### config.mk
export PLATFORM = sky130hd
export DESIGN_NAME = seie_top
export DESIGN_NICKNAME = d
export VERILOG_FILES = /design/src/verilog/seie_pkg.sv /design/src/verilog/seie_tick_gen.sv /design/src/verilog/seie_top.sv
export VERILOG_INCLUDE_DIRS = /design/src /design/src/verilog
export SDC_FILE = /design/constraint.sdc
export NUM_CORES = 1
export LEC_CHECK = 0
export BUFFER_PORTS_ARGS = -buffer_cell sky130_fd_sc_hd__buf_2
export CAP_MARGIN = 20
export CORE_AREA = 3 3 111 113
export DETAILED_ROUTE_END_ITERATION = 16
export DIE_AREA = 0 0 114 116
export MAX_ROUTING_LAYER = met4
export PLACE_DENSITY = 0.71
export SLEW_MARGIN = 20
export SYNTH_ARGS = -nofsm -noshare
export SYNTH_HDL_FRONTEND = slang
export SYNTH_HIERARCHICAL = 1
export SYNTH_SLANG_ARGS = --single-unit
export TNS_END_PERCENT = 30
### constraint.sdc
create_clock -name i_clk -period 4.65 [get_ports i_clk]
set_clock_uncertainty 0.15 [all_clocks]
set_input_delay 0.465 -clock i_clk [delete_from_list [all_inputs] [get_ports i_clk]]
set_output_delay 0.465 -clock i_clk [all_outputs]
set_load 0.01 [all_outputs]
### src/verilog/seie_defines.svh
// Constants of the self-test error indicator encoder.
// Assumes a 10 MHz core clock and byte addresses on the register port.
`ifndef SEIE_DEFINES_SVH
`define SEIE_DEFINES_SVH

// Timebase
`define SEIE_CLK_HZ 64'd10000000
`define SEIE_ALT_US 64'd250000
`define SEIE_ALT_CYC ((`SEIE_ALT_US * `SEIE_CLK_HZ) / 64'd1000000)
`define SEIE_PER_W 24

// Fatal error codes on language, printer, user one, user two
`define SEIE_FC_CPU 4'h0
`define SEIE_FC_PROG_MEM 4'h1
`define SEIE_FC_WORK_MEM 4'h2
`define SEIE_FC_DISP_ACC 4'h3
`define SEIE_FC_DISP_TMO 4'h4
`define SEIE_FC_VEC_TMO 4'h5
`define SEIE_DATA_ALL 4'hf

// Register byte addresses
`define SEIE_A_PERIOD 8'h00
`define SEIE_A_STATUS 8'h04
`define SEIE_A_MASK 8'h08
`define SEIE_A_STATE 8'h0c

// Event bits of status and mask
`define SEIE_EV_W 2
`define SEIE_EV_FATAL 0
`define SEIE_EV_NONFATAL 1
`define SEIE_EV_NONE 2'h0

`endif

### src/verilog/seie_pkg.sv
// Types of the self-test error indicator encoder.
// Assumes seie_defines.svh is on the include path.
`include "seie_defines.svh"

package seie_pkg;

  typedef struct packed {
    logic online;
    logic local_mode;
    logic scroll_hold;
    logic language;
    logic printer;
    logic user_lamp_one;
    logic user_lamp_two;
  } seie_lamps_t;

  typedef enum logic [2:0] {
    msg_none,
    keyboard_fault_msg,
    internal_link_control_fault_msg,
    internal_link_loopback_fault_msg,
    internal_link_timeout_fault_msg,
    keys_and_link_control_fault_msg,
    keys_and_link_loopback_fault_msg,
    keys_and_link_timeout_fault_msg
  } seie_msg_t;

  typedef enum logic [1:0] {link_ok, link_control, link_loopback, link_timeout} seie_link_t;

  typedef struct packed {
    logic vram;
    logic vector;
    seie_link_t link;
    logic keys;
  } seie_nf_t;

  typedef struct packed {
    logic [3:0] code;
    logic [2:0] mem_data;
  } seie_fatal_t;

  typedef enum logic {st_run, st_halt} seie_mode_t;

  typedef struct packed {
    logic [`SEIE_PER_W-1:0] count;
    logic tick;
  } seie_tmr_state_t;

  // Read image of the state register
  typedef struct packed {
    logic halted;
    logic phase_data;
    logic blink;
    seie_msg_t msg;
    seie_fatal_t fatal;
    seie_nf_t faults;
  } seie_state_rd_t;

  typedef struct packed {
    seie_mode_t mode;
    seie_fatal_t fatal;
    seie_nf_t faults;
    logic phase_data;
    logic blink;
    logic [`SEIE_PER_W-1:0] period;
    logic [`SEIE_EV_W-1:0] status;
    logic [`SEIE_EV_W-1:0] mask;
    seie_lamps_t lamps;
    seie_msg_t msg;
    logic irq;
    logic [31:0] rdata;
  } seie_state_t;

endpackage

### src/verilog/seie_tick_gen.sv
// Shared timebase: one-cycle tick every i_period clocks.
// Assumes i_period is stable most of the time; a change takes effect at once.
`timescale 1ns/1ns
`include "seie_defines.svh"

module seie_tick_gen (
  input wire logic i_clk, // Core clock
  input wire logic i_rst, // Synchronous reset, high
  input wire logic [`SEIE_PER_W-1:0] i_period, // Cycles per tick
  output logic o_tick // One-cycle tick
);

  seie_pkg::seie_tmr_state_t s;
  seie_pkg::seie_tmr_state_t next_s;

  always_comb begin
    next_s = s;
    next_s.tick = 1'b0;
    // Period of zero behaves as one so the timebase never stalls
    if ((s.count + `SEIE_PER_W'(1)) >= i_period) begin
      next_s.count = '0;
      next_s.tick = 1'b1;
    end else begin
      next_s.count = s.count + `SEIE_PER_W'(1);
    end
  end

  always_ff @(posedge i_clk) begin
    if (i_rst) begin
      s <= '0;
    end else begin
      s <= next_s;
    end
  end

  assign o_tick = s.tick;

endmodule // seie_tick_gen

### src/verilog/seie_top.sv
// Self-test error indicator encoder: drives seven keyboard lamps and a
// screen message code from fatal and nonfatal self-test results.
// Assumes result strobes come from logic on i_clk, and a plain register
// port: one-cycle write or read strobes, read data the cycle after.
//
// Function
// A fatal error halts normal operation at once into an error display only reset leaves.
// While halted, two lamp messages are shown, an error code and a data code.
// The error-code message lights the local lamp and puts the code on the four code lamps.
// The data-code message lights the on-line lamp and the data value; scroll hold stays off.
// The two fatal messages alternate about every quarter second.
// Fatal codes are cpu 0000, program memory 0001, working memory 0010, display access 0011, display timeout 0100, vector timeout 0101.
// Cpu, display and vector faults show data 1111; memory faults show 0 then a three-bit value.
// A nonfatal error leaves the processor running with the mode lamp steadily lit.
// A nonfatal error is shown on the lamps and as a screen message.
// Nonfatal errors blink code lamps, never light them steadily; scroll hold stays off.
// A keyboard failure blinks user lamp two and selects the keyboard screen message.
// Language, printer, user one and user two blink for video memory, vector, link and keyboard.
// The screen message names the link failure type, with a keyboard variant.
// Only video memory or vector faults blink lamps with no screen message.
// All blinking shares one timebase whose half-period is programmable, default a quarter second.
//
// The register addresses and the plain strobed port were decided locally.
`timescale 1ns/1ns
`include "seie_defines.svh"

module seie_top #(
  parameter logic [`SEIE_PER_W-1:0] ALT_CYCLES = `SEIE_PER_W'(`SEIE_ALT_CYC)
) (
  input wire logic i_clk, // Core clock, 10 MHz
  input wire logic i_rst, // Synchronous reset, high
  input wire logic [7:0] i_addr, // Register byte address
  input wire logic [31:0] i_wdata, // Register write data
  input wire logic i_wr, // Write strobe
  input wire logic i_rd, // Read strobe
  output logic [31:0] o_rdata, // Read data, cycle after i_rd
  input wire logic i_fatal, // Fatal result strobe
  input wire seie_pkg::seie_fatal_t i_fatal_info, // Fatal code and memory data
  input wire logic i_nf_report, // Nonfatal result strobe
  input wire seie_pkg::seie_nf_t i_nf, // Nonfatal failing units
  input wire logic i_online, // Mode: 1 on-line, 0 local
  output seie_pkg::seie_lamps_t o_lamps, // Keyboard indicator lamps
  output seie_pkg::seie_msg_t o_screen_msg, // Centred screen message code
  output logic o_halt, // Stop normal operation
  output logic o_irq // Unmasked event pending
);

  seie_pkg::seie_state_t s;
  seie_pkg::seie_state_t next_s;
  logic tick;

  // Single timebase: both alternation and blinking follow it
  seie_tick_gen u_tick (
    .i_clk(i_clk),
    .i_rst(i_rst),
    .i_period(s.period),
    .o_tick(tick)
  );

  // Screen message for a set of nonfatal faults
  function automatic seie_pkg::seie_msg_t msg_of(input seie_pkg::seie_nf_t f);
    seie_pkg::seie_msg_t m;
    m = seie_pkg::msg_none;
    unique case (f.link)
      seie_pkg::link_ok: begin
        if (f.keys) begin
          m = seie_pkg::keyboard_fault_msg;
        end else begin
          m = seie_pkg::msg_none;
        end
      end
      seie_pkg::link_control: begin
        m = f.keys ? seie_pkg::keys_and_link_control_fault_msg
                   : seie_pkg::internal_link_control_fault_msg;
      end
      seie_pkg::link_loopback: begin
        m = f.keys ? seie_pkg::keys_and_link_loopback_fault_msg
                   : seie_pkg::internal_link_loopback_fault_msg;
      end
      seie_pkg::link_timeout: begin
        m = f.keys ? seie_pkg::keys_and_link_timeout_fault_msg
                   : seie_pkg::internal_link_timeout_fault_msg;
      end
    endcase
    return m;
  endfunction

  // Data code for a fatal error
  function automatic logic [3:0] data_of(input seie_pkg::seie_fatal_t f);
    logic [3:0] d;
    d = `SEIE_DATA_ALL;
    if (f.code == `SEIE_FC_PROG_MEM || f.code == `SEIE_FC_WORK_MEM) begin
      d = {1'b0, f.mem_data};
    end
    return d;
  endfunction

  seie_pkg::seie_nf_t nf_merged;
  seie_pkg::seie_state_rd_t state_rd;
  logic [3:0] code_lamps;
  logic [`SEIE_EV_W-1:0] ev;

  always_comb begin
    next_s = s;
    ev = `SEIE_EV_NONE;
    code_lamps = 4'h0;

    // Nonfatal faults accumulate until reset
    nf_merged = s.faults;
    if (i_nf_report && s.mode == seie_pkg::st_run) begin
      nf_merged.vram = s.faults.vram | i_nf.vram;
      nf_merged.vector = s.faults.vector | i_nf.vector;
      nf_merged.keys = s.faults.keys | i_nf.keys;
      // First reported link failure type is kept
      if (s.faults.link == seie_pkg::link_ok) begin
        nf_merged.link = i_nf.link;
      end
      if (i_nf.vram || i_nf.vector || i_nf.keys || i_nf.link != seie_pkg::link_ok) begin
        ev[`SEIE_EV_NONFATAL] = 1'b1;
      end
    end
    next_s.faults = nf_merged;

    unique case (s.mode)
      seie_pkg::st_run: begin
        if (i_fatal) begin
          next_s.mode = seie_pkg::st_halt;
          next_s.fatal = i_fatal_info;
          next_s.phase_data = 1'b0;
          ev[`SEIE_EV_FATAL] = 1'b1;
        end
      end
      seie_pkg::st_halt: begin
        // No exit other than reset
        next_s.mode = seie_pkg::st_halt;
        if (tick) begin
          next_s.phase_data = ~s.phase_data;
        end
      end
    endcase

    if (tick) begin
      next_s.blink = ~s.blink;
    end

    // Lamp and message image, registered so the outputs are glitch free
    if (next_s.mode == seie_pkg::st_halt) begin
      if (next_s.phase_data) begin
        code_lamps = data_of(next_s.fatal);
      end else begin
        code_lamps = next_s.fatal.code;
      end
      // Error code shows local, data code shows on-line
      next_s.lamps.online = next_s.phase_data;
      next_s.lamps.local_mode = ~next_s.phase_data;
      next_s.lamps.scroll_hold = 1'b0;
      next_s.lamps.language = code_lamps[3];
      next_s.lamps.printer = code_lamps[2];
      next_s.lamps.user_lamp_one = code_lamps[1];
      next_s.lamps.user_lamp_two = code_lamps[0];
      // Screen holds garbage when halted; no message is driven
      next_s.msg = seie_pkg::msg_none;
    end else begin
      next_s.lamps.online = i_online;
      next_s.lamps.local_mode = ~i_online;
      next_s.lamps.scroll_hold = 1'b0;
      next_s.lamps.language = nf_merged.vram & next_s.blink;
      next_s.lamps.printer = nf_merged.vector & next_s.blink;
      next_s.lamps.user_lamp_one =
        (nf_merged.link != seie_pkg::link_ok) & next_s.blink;
      next_s.lamps.user_lamp_two = nf_merged.keys & next_s.blink;
      next_s.msg = msg_of(nf_merged);
    end

    // Register writes; a new event wins over a clear in the same cycle
    next_s.status = s.status;
    if (i_wr) begin
      unique case (i_addr)
        `SEIE_A_PERIOD: begin
          next_s.period = i_wdata[`SEIE_PER_W-1:0];
        end
        `SEIE_A_STATUS: begin
          next_s.status = s.status & ~i_wdata[`SEIE_EV_W-1:0];
        end
        `SEIE_A_MASK: begin
          next_s.mask = i_wdata[`SEIE_EV_W-1:0];
        end
        default: begin
        end
      endcase
    end
    next_s.status = next_s.status | ev;
    next_s.irq = |(next_s.status & next_s.mask);

    // Register reads; unmapped addresses read zero
    state_rd.halted = (s.mode == seie_pkg::st_halt);
    state_rd.phase_data = s.phase_data;
    state_rd.blink = s.blink;
    state_rd.msg = s.msg;
    state_rd.fatal = s.fatal;
    state_rd.faults = s.faults;
    next_s.rdata = 32'h0;
    if (i_rd) begin
      unique case (i_addr)
        `SEIE_A_PERIOD: next_s.rdata = 32'(s.period);
        `SEIE_A_STATUS: next_s.rdata = 32'(s.status);
        `SEIE_A_MASK: next_s.rdata = 32'(s.mask);
        `SEIE_A_STATE: next_s.rdata = 32'(state_rd);
        default: next_s.rdata = 32'h0;
      endcase
    end
  end

  always_ff @(posedge i_clk) begin
    if (i_rst) begin
      s <= '0;
      s.mode <= seie_pkg::st_run;
      s.msg <= seie_pkg::msg_none;
      s.period <= ALT_CYCLES;
    end else begin
      s <= next_s;
    end
  end

  assign o_rdata = s.rdata;
  assign o_lamps = s.lamps;
  assign o_screen_msg = s.msg;
  assign o_halt = (s.mode == seie_pkg::st_halt);
  assign o_irq = s.irq;

endmodule // seie_top

## After elaboration in Yosys (flattened, before gate mapping)

Index checks and enable logic that the tools add are counted.

- Bits in registers: 111
- Latch bits: 0
- Memory bits (writable): 0
- Bits in read-only memories: 0
- Output and inout bits: 44
- Word-level logic and storage cells: 92
- Memories: 0

- $add $sub $neg: 1
- $mul: 0
- Divide/modulo/power cells: 0
- Magnitude comparators: 1
- Equality and inequality tests: 8
- Shift operators: 0
- Multiplexer cells: 26
- Bitwise operators: 17
- Reductions and logical operators: 15

Operators with widths:

| operator | count |
|---|---|
| $pmux W24 S4 | 1 |
| $add A24 B1 Y24 const B | 1 |
| $ge A24 B24 Y1 | 1 |
| $eq A8 B4 Y1 const B | 2 |
| $mux W4 | 3 |
| $pmux W3 S4 | 1 |
| $mux W10 | 1 |
| $mux W1 | 9 |
| $eq A8 B3 Y1 const B | 1 |
| $logic_not A8 Y1 | 1 |
| $mux W2 | 4 |
| $mux W8 | 1 |
| $reduce_or A2 Y1 | 4 |
| $mux W7 | 1 |
| $mux W3 | 2 |
| $not A1 Y1 | 6 |
| $mux W5 | 1 |
| $and A1 B1 Y1 | 4 |
| $and A2 B2 Y2 | 2 |
| $eq A2 B2 Y1 const B | 2 |
| $eq A4 B1 Y1 const B | 1 |
| $eq A4 B2 Y1 const B | 1 |
| $logic_not A2 Y1 | 2 |
| $logic_or A1 B1 Y1 | 4 |
| other kinds (8) | 12 |

## Longest topological paths before layout

- Word-level depth: 8
- Depth in mapped cells: 12
- Depth with buffers taken out: 11

## Hierarchy

The synthesis kept the hierarchy.

By module, submodules not included:

| module | times used | cells an instance | area each (um2) |
|---|---|---|---|
| seie_top | 1 | 366 | 3,286.9 |
| seie_tick_gen | 1 | 202 | 1,804.2 |

## Worst setup path after synthesis

OpenSTA, ideal clock, no wires.

- Path type: register to register
- From: register u_tick/s[1] (netlist name)
- To: register u_tick/s[10] (netlist name)
- Arrival: 2.598 ns
- Required time: 4.420 ns
- Slack: 1.822 ns
- Stages on the path, launching flop included: 13
- Buffers on the path: 1
- Period minus slack after synthesis: 2.828 ns
- Cells stage by stage: dfxtp_1 > ha_1 > and4_4 > nand2_2 > nor3_1 > xnor2_1 > ha_1 > a21oi_1 > nand2_1 > a221oi_1 > nand3b_2 > buf_2 > nor3b_1

- Cells in the longest elaborated chain, start to end: 3

Ends and longest elaborated chain:

| item | RTL line | source |
|---|---|---|
| start: declaration | seie_tick_gen.sv:13 | `seie_pkg::seie_tmr_state_t s;` |
| start signal: assignment | seie_tick_gen.sv:32 | `s <= next_s;` |
| $add A24 B1 Y24 * | seie_tick_gen.sv:20, seie_tick_gen.sv:24 |  |
| $ge A24 B24 Y1 | seie_tick_gen.sv:20 | `` if ((s.count + `SEIE_PER_W'(1)) >= i_period) begin `` |
| $reduce_or A2 Y1 (no source line) | n/a |  |

Mark *: on every way between the ends. The rest lies on a longest branch, timed or not.
A chain may end at the register's enable or synchronous reset.

## Final worst setup path

- From: register u_tick/s[1] (netlist name)
- To: register u_tick/s[1] (netlist name)

The elaborated chain is that of the path after synthesis.

==> results.env <==
STATUS='completed'
KIND_OF_CRITICAL_PATH='reg2reg'
SYNTHTOLAYOUTAREAGROWTH_PCT=9.56
WORST_SLEW_PIN_SLEW_PS=921
ROUTED-VIA-COUNT=4000
POSTSYNTH.TOPFLOPCELL='sky130_fd_sc_hd__dfxtp_1'
P_LEAK_nW=2.43
CLOCK_SINKS=102
FIRST_ITER_VIOLATIONS=208
TRITONCTS='done'
GRT_START_MAX_NET_PINS=56
CTS-BUFFERS-INSERTED=9
WORST_PATH_BUF_INV=1
PNR_WORST_SETUP_SLACK_PS=976
POST_SYNTH_EDFFS=0
CRIT_FAMILY='simple AND/OR/NAND/NOR gates'
SETUP-TNS-FINAL_PS=0
SYNTH_SEQUENTIAL_AREA_RATIO_PCT=40.1
POSTSYNTHCELLCOUNT=568
POWER.IR.VDD_WORST_mV=0.175
VIAS_IN_THE_FIRST_GLOBAL_ROUTE=3957
PORT_BUFFERS=85
FLOORPLAN.CORE_AREA_UM2=11400
FINAL.MIN_CLOCK_PERIOD_PS=3670
POWER_REPORT.INTERNAL_TOTAL_mW=1.36
POST-CTS-SETUP-BUFFER-COUNT=0
TIMING.CRITICAL_PATH.FROM_TYPE='register'
CLOCK_LATENCY_PS=340
YS_FF_LATCH=102
SYNTH.YOSYS.WARNINGS=6
ENDPOINT_KIND='register'
POST_CTS_RESIZED=0
VIA_PER_INST=5.28
BUSIEST_LAYER='met2'
CONGESTION_OVERFLOW_GR=0
ROUTE.DETAILED.DRC=0
RATIO_OF_CELLS_WITH_DRIVE_ABOVE_1_IN_THE_FINAL_LAYOUT_PCT=20.8
DIE_AREA_UM2=13200
MEAN_INSTANCE_SIZE_IN_THE_SYNTHESIZED_NETLIST_UM2=8.96
CTS_MAX_PATH_BUFFERS=2
POST-ROUTE-PERIOD-UTIL_PCT=79.0
SYNTHESIZED_CELL_AREA_UM2=5090
FLOORPLAN.DIE.HEIGHT_UM=116
GRT_SETUP_UNREPAIRED='false'
SYNTH_CELL_TYPES=62
WORST_SETUP_HOLD_PATH_CLK_SLEW_PS=70
FINAL_HOLD_VIOL_COUNT=0
TIMING.MAX_SLEW.REL_SLACK_PCT=38.4
POSTCTSHOLDBUFS=0
NUM_IO_PINS=103
HOLD_PATH.CLASS='in2reg'
FINALSETUPVIOLCOUNT=0
CHIPWIDTH_UM=114
LARGEST_DRIVER_FANOUT_ON_THE_CRITICAL_PATH=13
SYNTH-ASYNC-RESET-RATIO_PCT=0
DETAILEDPLACE.WORSTSLACK_PS=1030
CRIT_ARRIVAL_PS=3730
ANTENNA_FOUND_INITIAL=0
ROUTABILITYCONGESTION=0.946
COMB_PWR_SHARE_PCT=6.8
WORSTPATHCELLLIST='ha_1, and4_4, nand2_2, nor3_1, xnor2_1, ha_1, nand4_1, nor4_1, nand2_1, o21ai_2, buf_4, nor3_1'
POWER_FRAC_SEQ_PCT=51.1
SWSHARE_PCT=23.0
START_UTIL_PCT=44.6
POWERDENSITY_nW_PER_UM2=317
NUMBER_OF_INSERTED_DIODES=0
DRTANTENNAVIOLNETS=0
GR-USAGE-MET1_PCT=20.9
CTS_ROOT_BUFFER='sky130_fd_sc_hd__clkbuf_16'
PLACE_HPWL_UM=8500
MAXCAPVIOLATIONS=0
PLACEMENTROWS=39
SLOWEST_DELAY_PS=530
WORSTPATHREQUIRED_PS=4700
GLOBAL_ROUTE.USAGE.TOTAL_PCT=18.0
TOTALWIRELENGTH_UM=11300
CLOCK_POWER_SHARE_PCT=42.1
CTS.HTREE.LEVELS=3
FMAX_MHz=272
FIRST_PASS_ITERS=4
MET2_USAGE_PCT=31.3
CRITICAL-PATH-SLOWEST-CELL='sky130_fd_sc_hd__o21ai_2'
ROUTE.DETAILED.WL_PER_INST_UM=15.0
MET3_USAGE_PCT=2.77
GRT_FIRST_PASS_WIRELENGTH_UM=18600
NET_TOTAL_IN_THE_FINAL_LAYOUT=693
MAXSLEWVIOLCOUNT=0
SWITCH_PWR_mW=0.407
[power by group through the flow]
stage	sequential, mW	clock, mW	combinational, mW
3_3_place_gp	0.922	0	0.117
5_1_grt	0.904	0.791	0.134
3_5_place_dp	0.923	0	0.120
4_1_cts	0.903	0.760	0.121
2_1_floorplan	0.918	0	0.0874
6_report	0.903	0.744	0.121
[per-stage QoR]
| step | std cells | utilization, % | hold WS (ps) | total power, mW | instance area [µm²] |
|---|---|---|---|---|---|
| finish | 757 | 48.8 | 185 | 1.77 | 5580 |
| global route | 757 | 48.8 | 197 | 1.83 | 5580 |
| CTS | 757 | 48.8 | 176 | 1.78 | 5580 |
| detailed placement | 741 | 46.3 | 318 | 1.04 | 5290 |
| global placement | 741 | 46.3 | 312 | 1.04 | 5290 |
| floorplan | 576 | - | 294 | 1.01 | 5120 |
[cell type report]
class / instances / area [µm²]
Clock buffer: 11 / 233
Tap cell: 143 / 179
Fill cell: 1092 / 5840
Multi-Input combinational cell: 379 / 2520
Sequential cell: 102 / 2040
Clock inverter: 5 / 58.8
Timing Repair Buffer: 86 / 433
Inverter: 31 / 116
[worst min-delay path: stages]
cell	delay (ps)
sky130_fd_sc_hd__buf_2	70
sky130_fd_sc_hd__nand2_1	40
sky130_fd_sc_hd__nand3b_1	70
[per-layer routing]
layer	wire, µm	share of wire (%)	vias to the layer above
met2	5820	51	71
met4	194	1.7	0
li1	-	-	1997
met5	0	0	-
met3	381	3.4	16
met1	4920	43	1916
[cell usage after synthesis, drive strengths merged, types with 2 or more instances]
cell type | number | area [µm²]
dfxtp | 102 | 2040
nand2 | 67 | 254
buf | 57 | 420
nor2 | 50 | 188
a21oi | 35 | 175
inv | 31 | 116
ha | 25 | 313
nor3b | 25 | 213
a22oi | 18 | 135
xnor2 | 13 | 114
xor2 | 13 | 114
nor3 | 12 | 60.1
nand3 | 11 | 55.1
and3 | 10 | 67.6
nand3b | 10 | 78.8
nand4 | 9 | 86.3
nor2b | 8 | 50.1
clkbuf | 7 | 26.3
and4 | 6 | 57.6
o21ai | 6 | 33.8
a211oi | 4 | 30.0
mux2i | 4 | 40.0
a31oi | 3 | 18.8
and2 | 3 | 20.0
mux2 | 3 | 33.8
nor4 | 3 | 48.8
o41ai | 3 | 26.3
or4 | 3 | 26.3
a21o | 2 | 15.0
a31o | 2 | 17.5
a41oi | 2 | 17.5
mux4 | 2 | 45.0
o21ba | 2 | 20.0
o31ai | 2 | 15.0
[placed cells by master (no fill, tap or decap), drive strengths merged, types with 3 or more instances in the layout]
master	instances
dfxtp	102
buf	86
nand2	67
nor2	50
a21oi	35
inv	32
ha	25
nor3b	25
a22oi	18
xor2	13
xnor2	13
nor3	12
nand3	11
clkbuf	11
and3	10
nand3b	10
conb	9
nand4	9
nor2b	8
o21ai	6
and4	6
mux2i	4
a211oi	4
mux2	3
a31oi	3
o41ai	3
nor4	3
or4	3
and2	3
[cells by family after synthesis]
kind of cell	synth area share (%)
compound gates	10.9
xor+xnor	4.47
fa+ha+maj	6.34
buf+inv	11.1
flops	40.1
mux	2.33
other cells	0.0737
simple gates	24.7
[sequential cells by signal, indices dropped and copies added, names as in the netlist]
register	count
o_lamps	6
o_rdata	24
o_screen_msg	3
o_halt	1
u_tick/s	24
s	42
u_tick/o_tick	1
o_irq	1
[final timing paths]
check	from	end	slack, ps	depth (start not counted)
setup / recovery	u_tick/s[1]	u_tick/s[1]	980	12
hold / removal	i_wdata[13]	s[60]	180	3
setup reg to reg	u_tick/s[1]	u_tick/s[1]	980	12
hold reg to reg	s[69]	s[69]	330	2
Note: power is estimated with default switching activity, not from simulation.
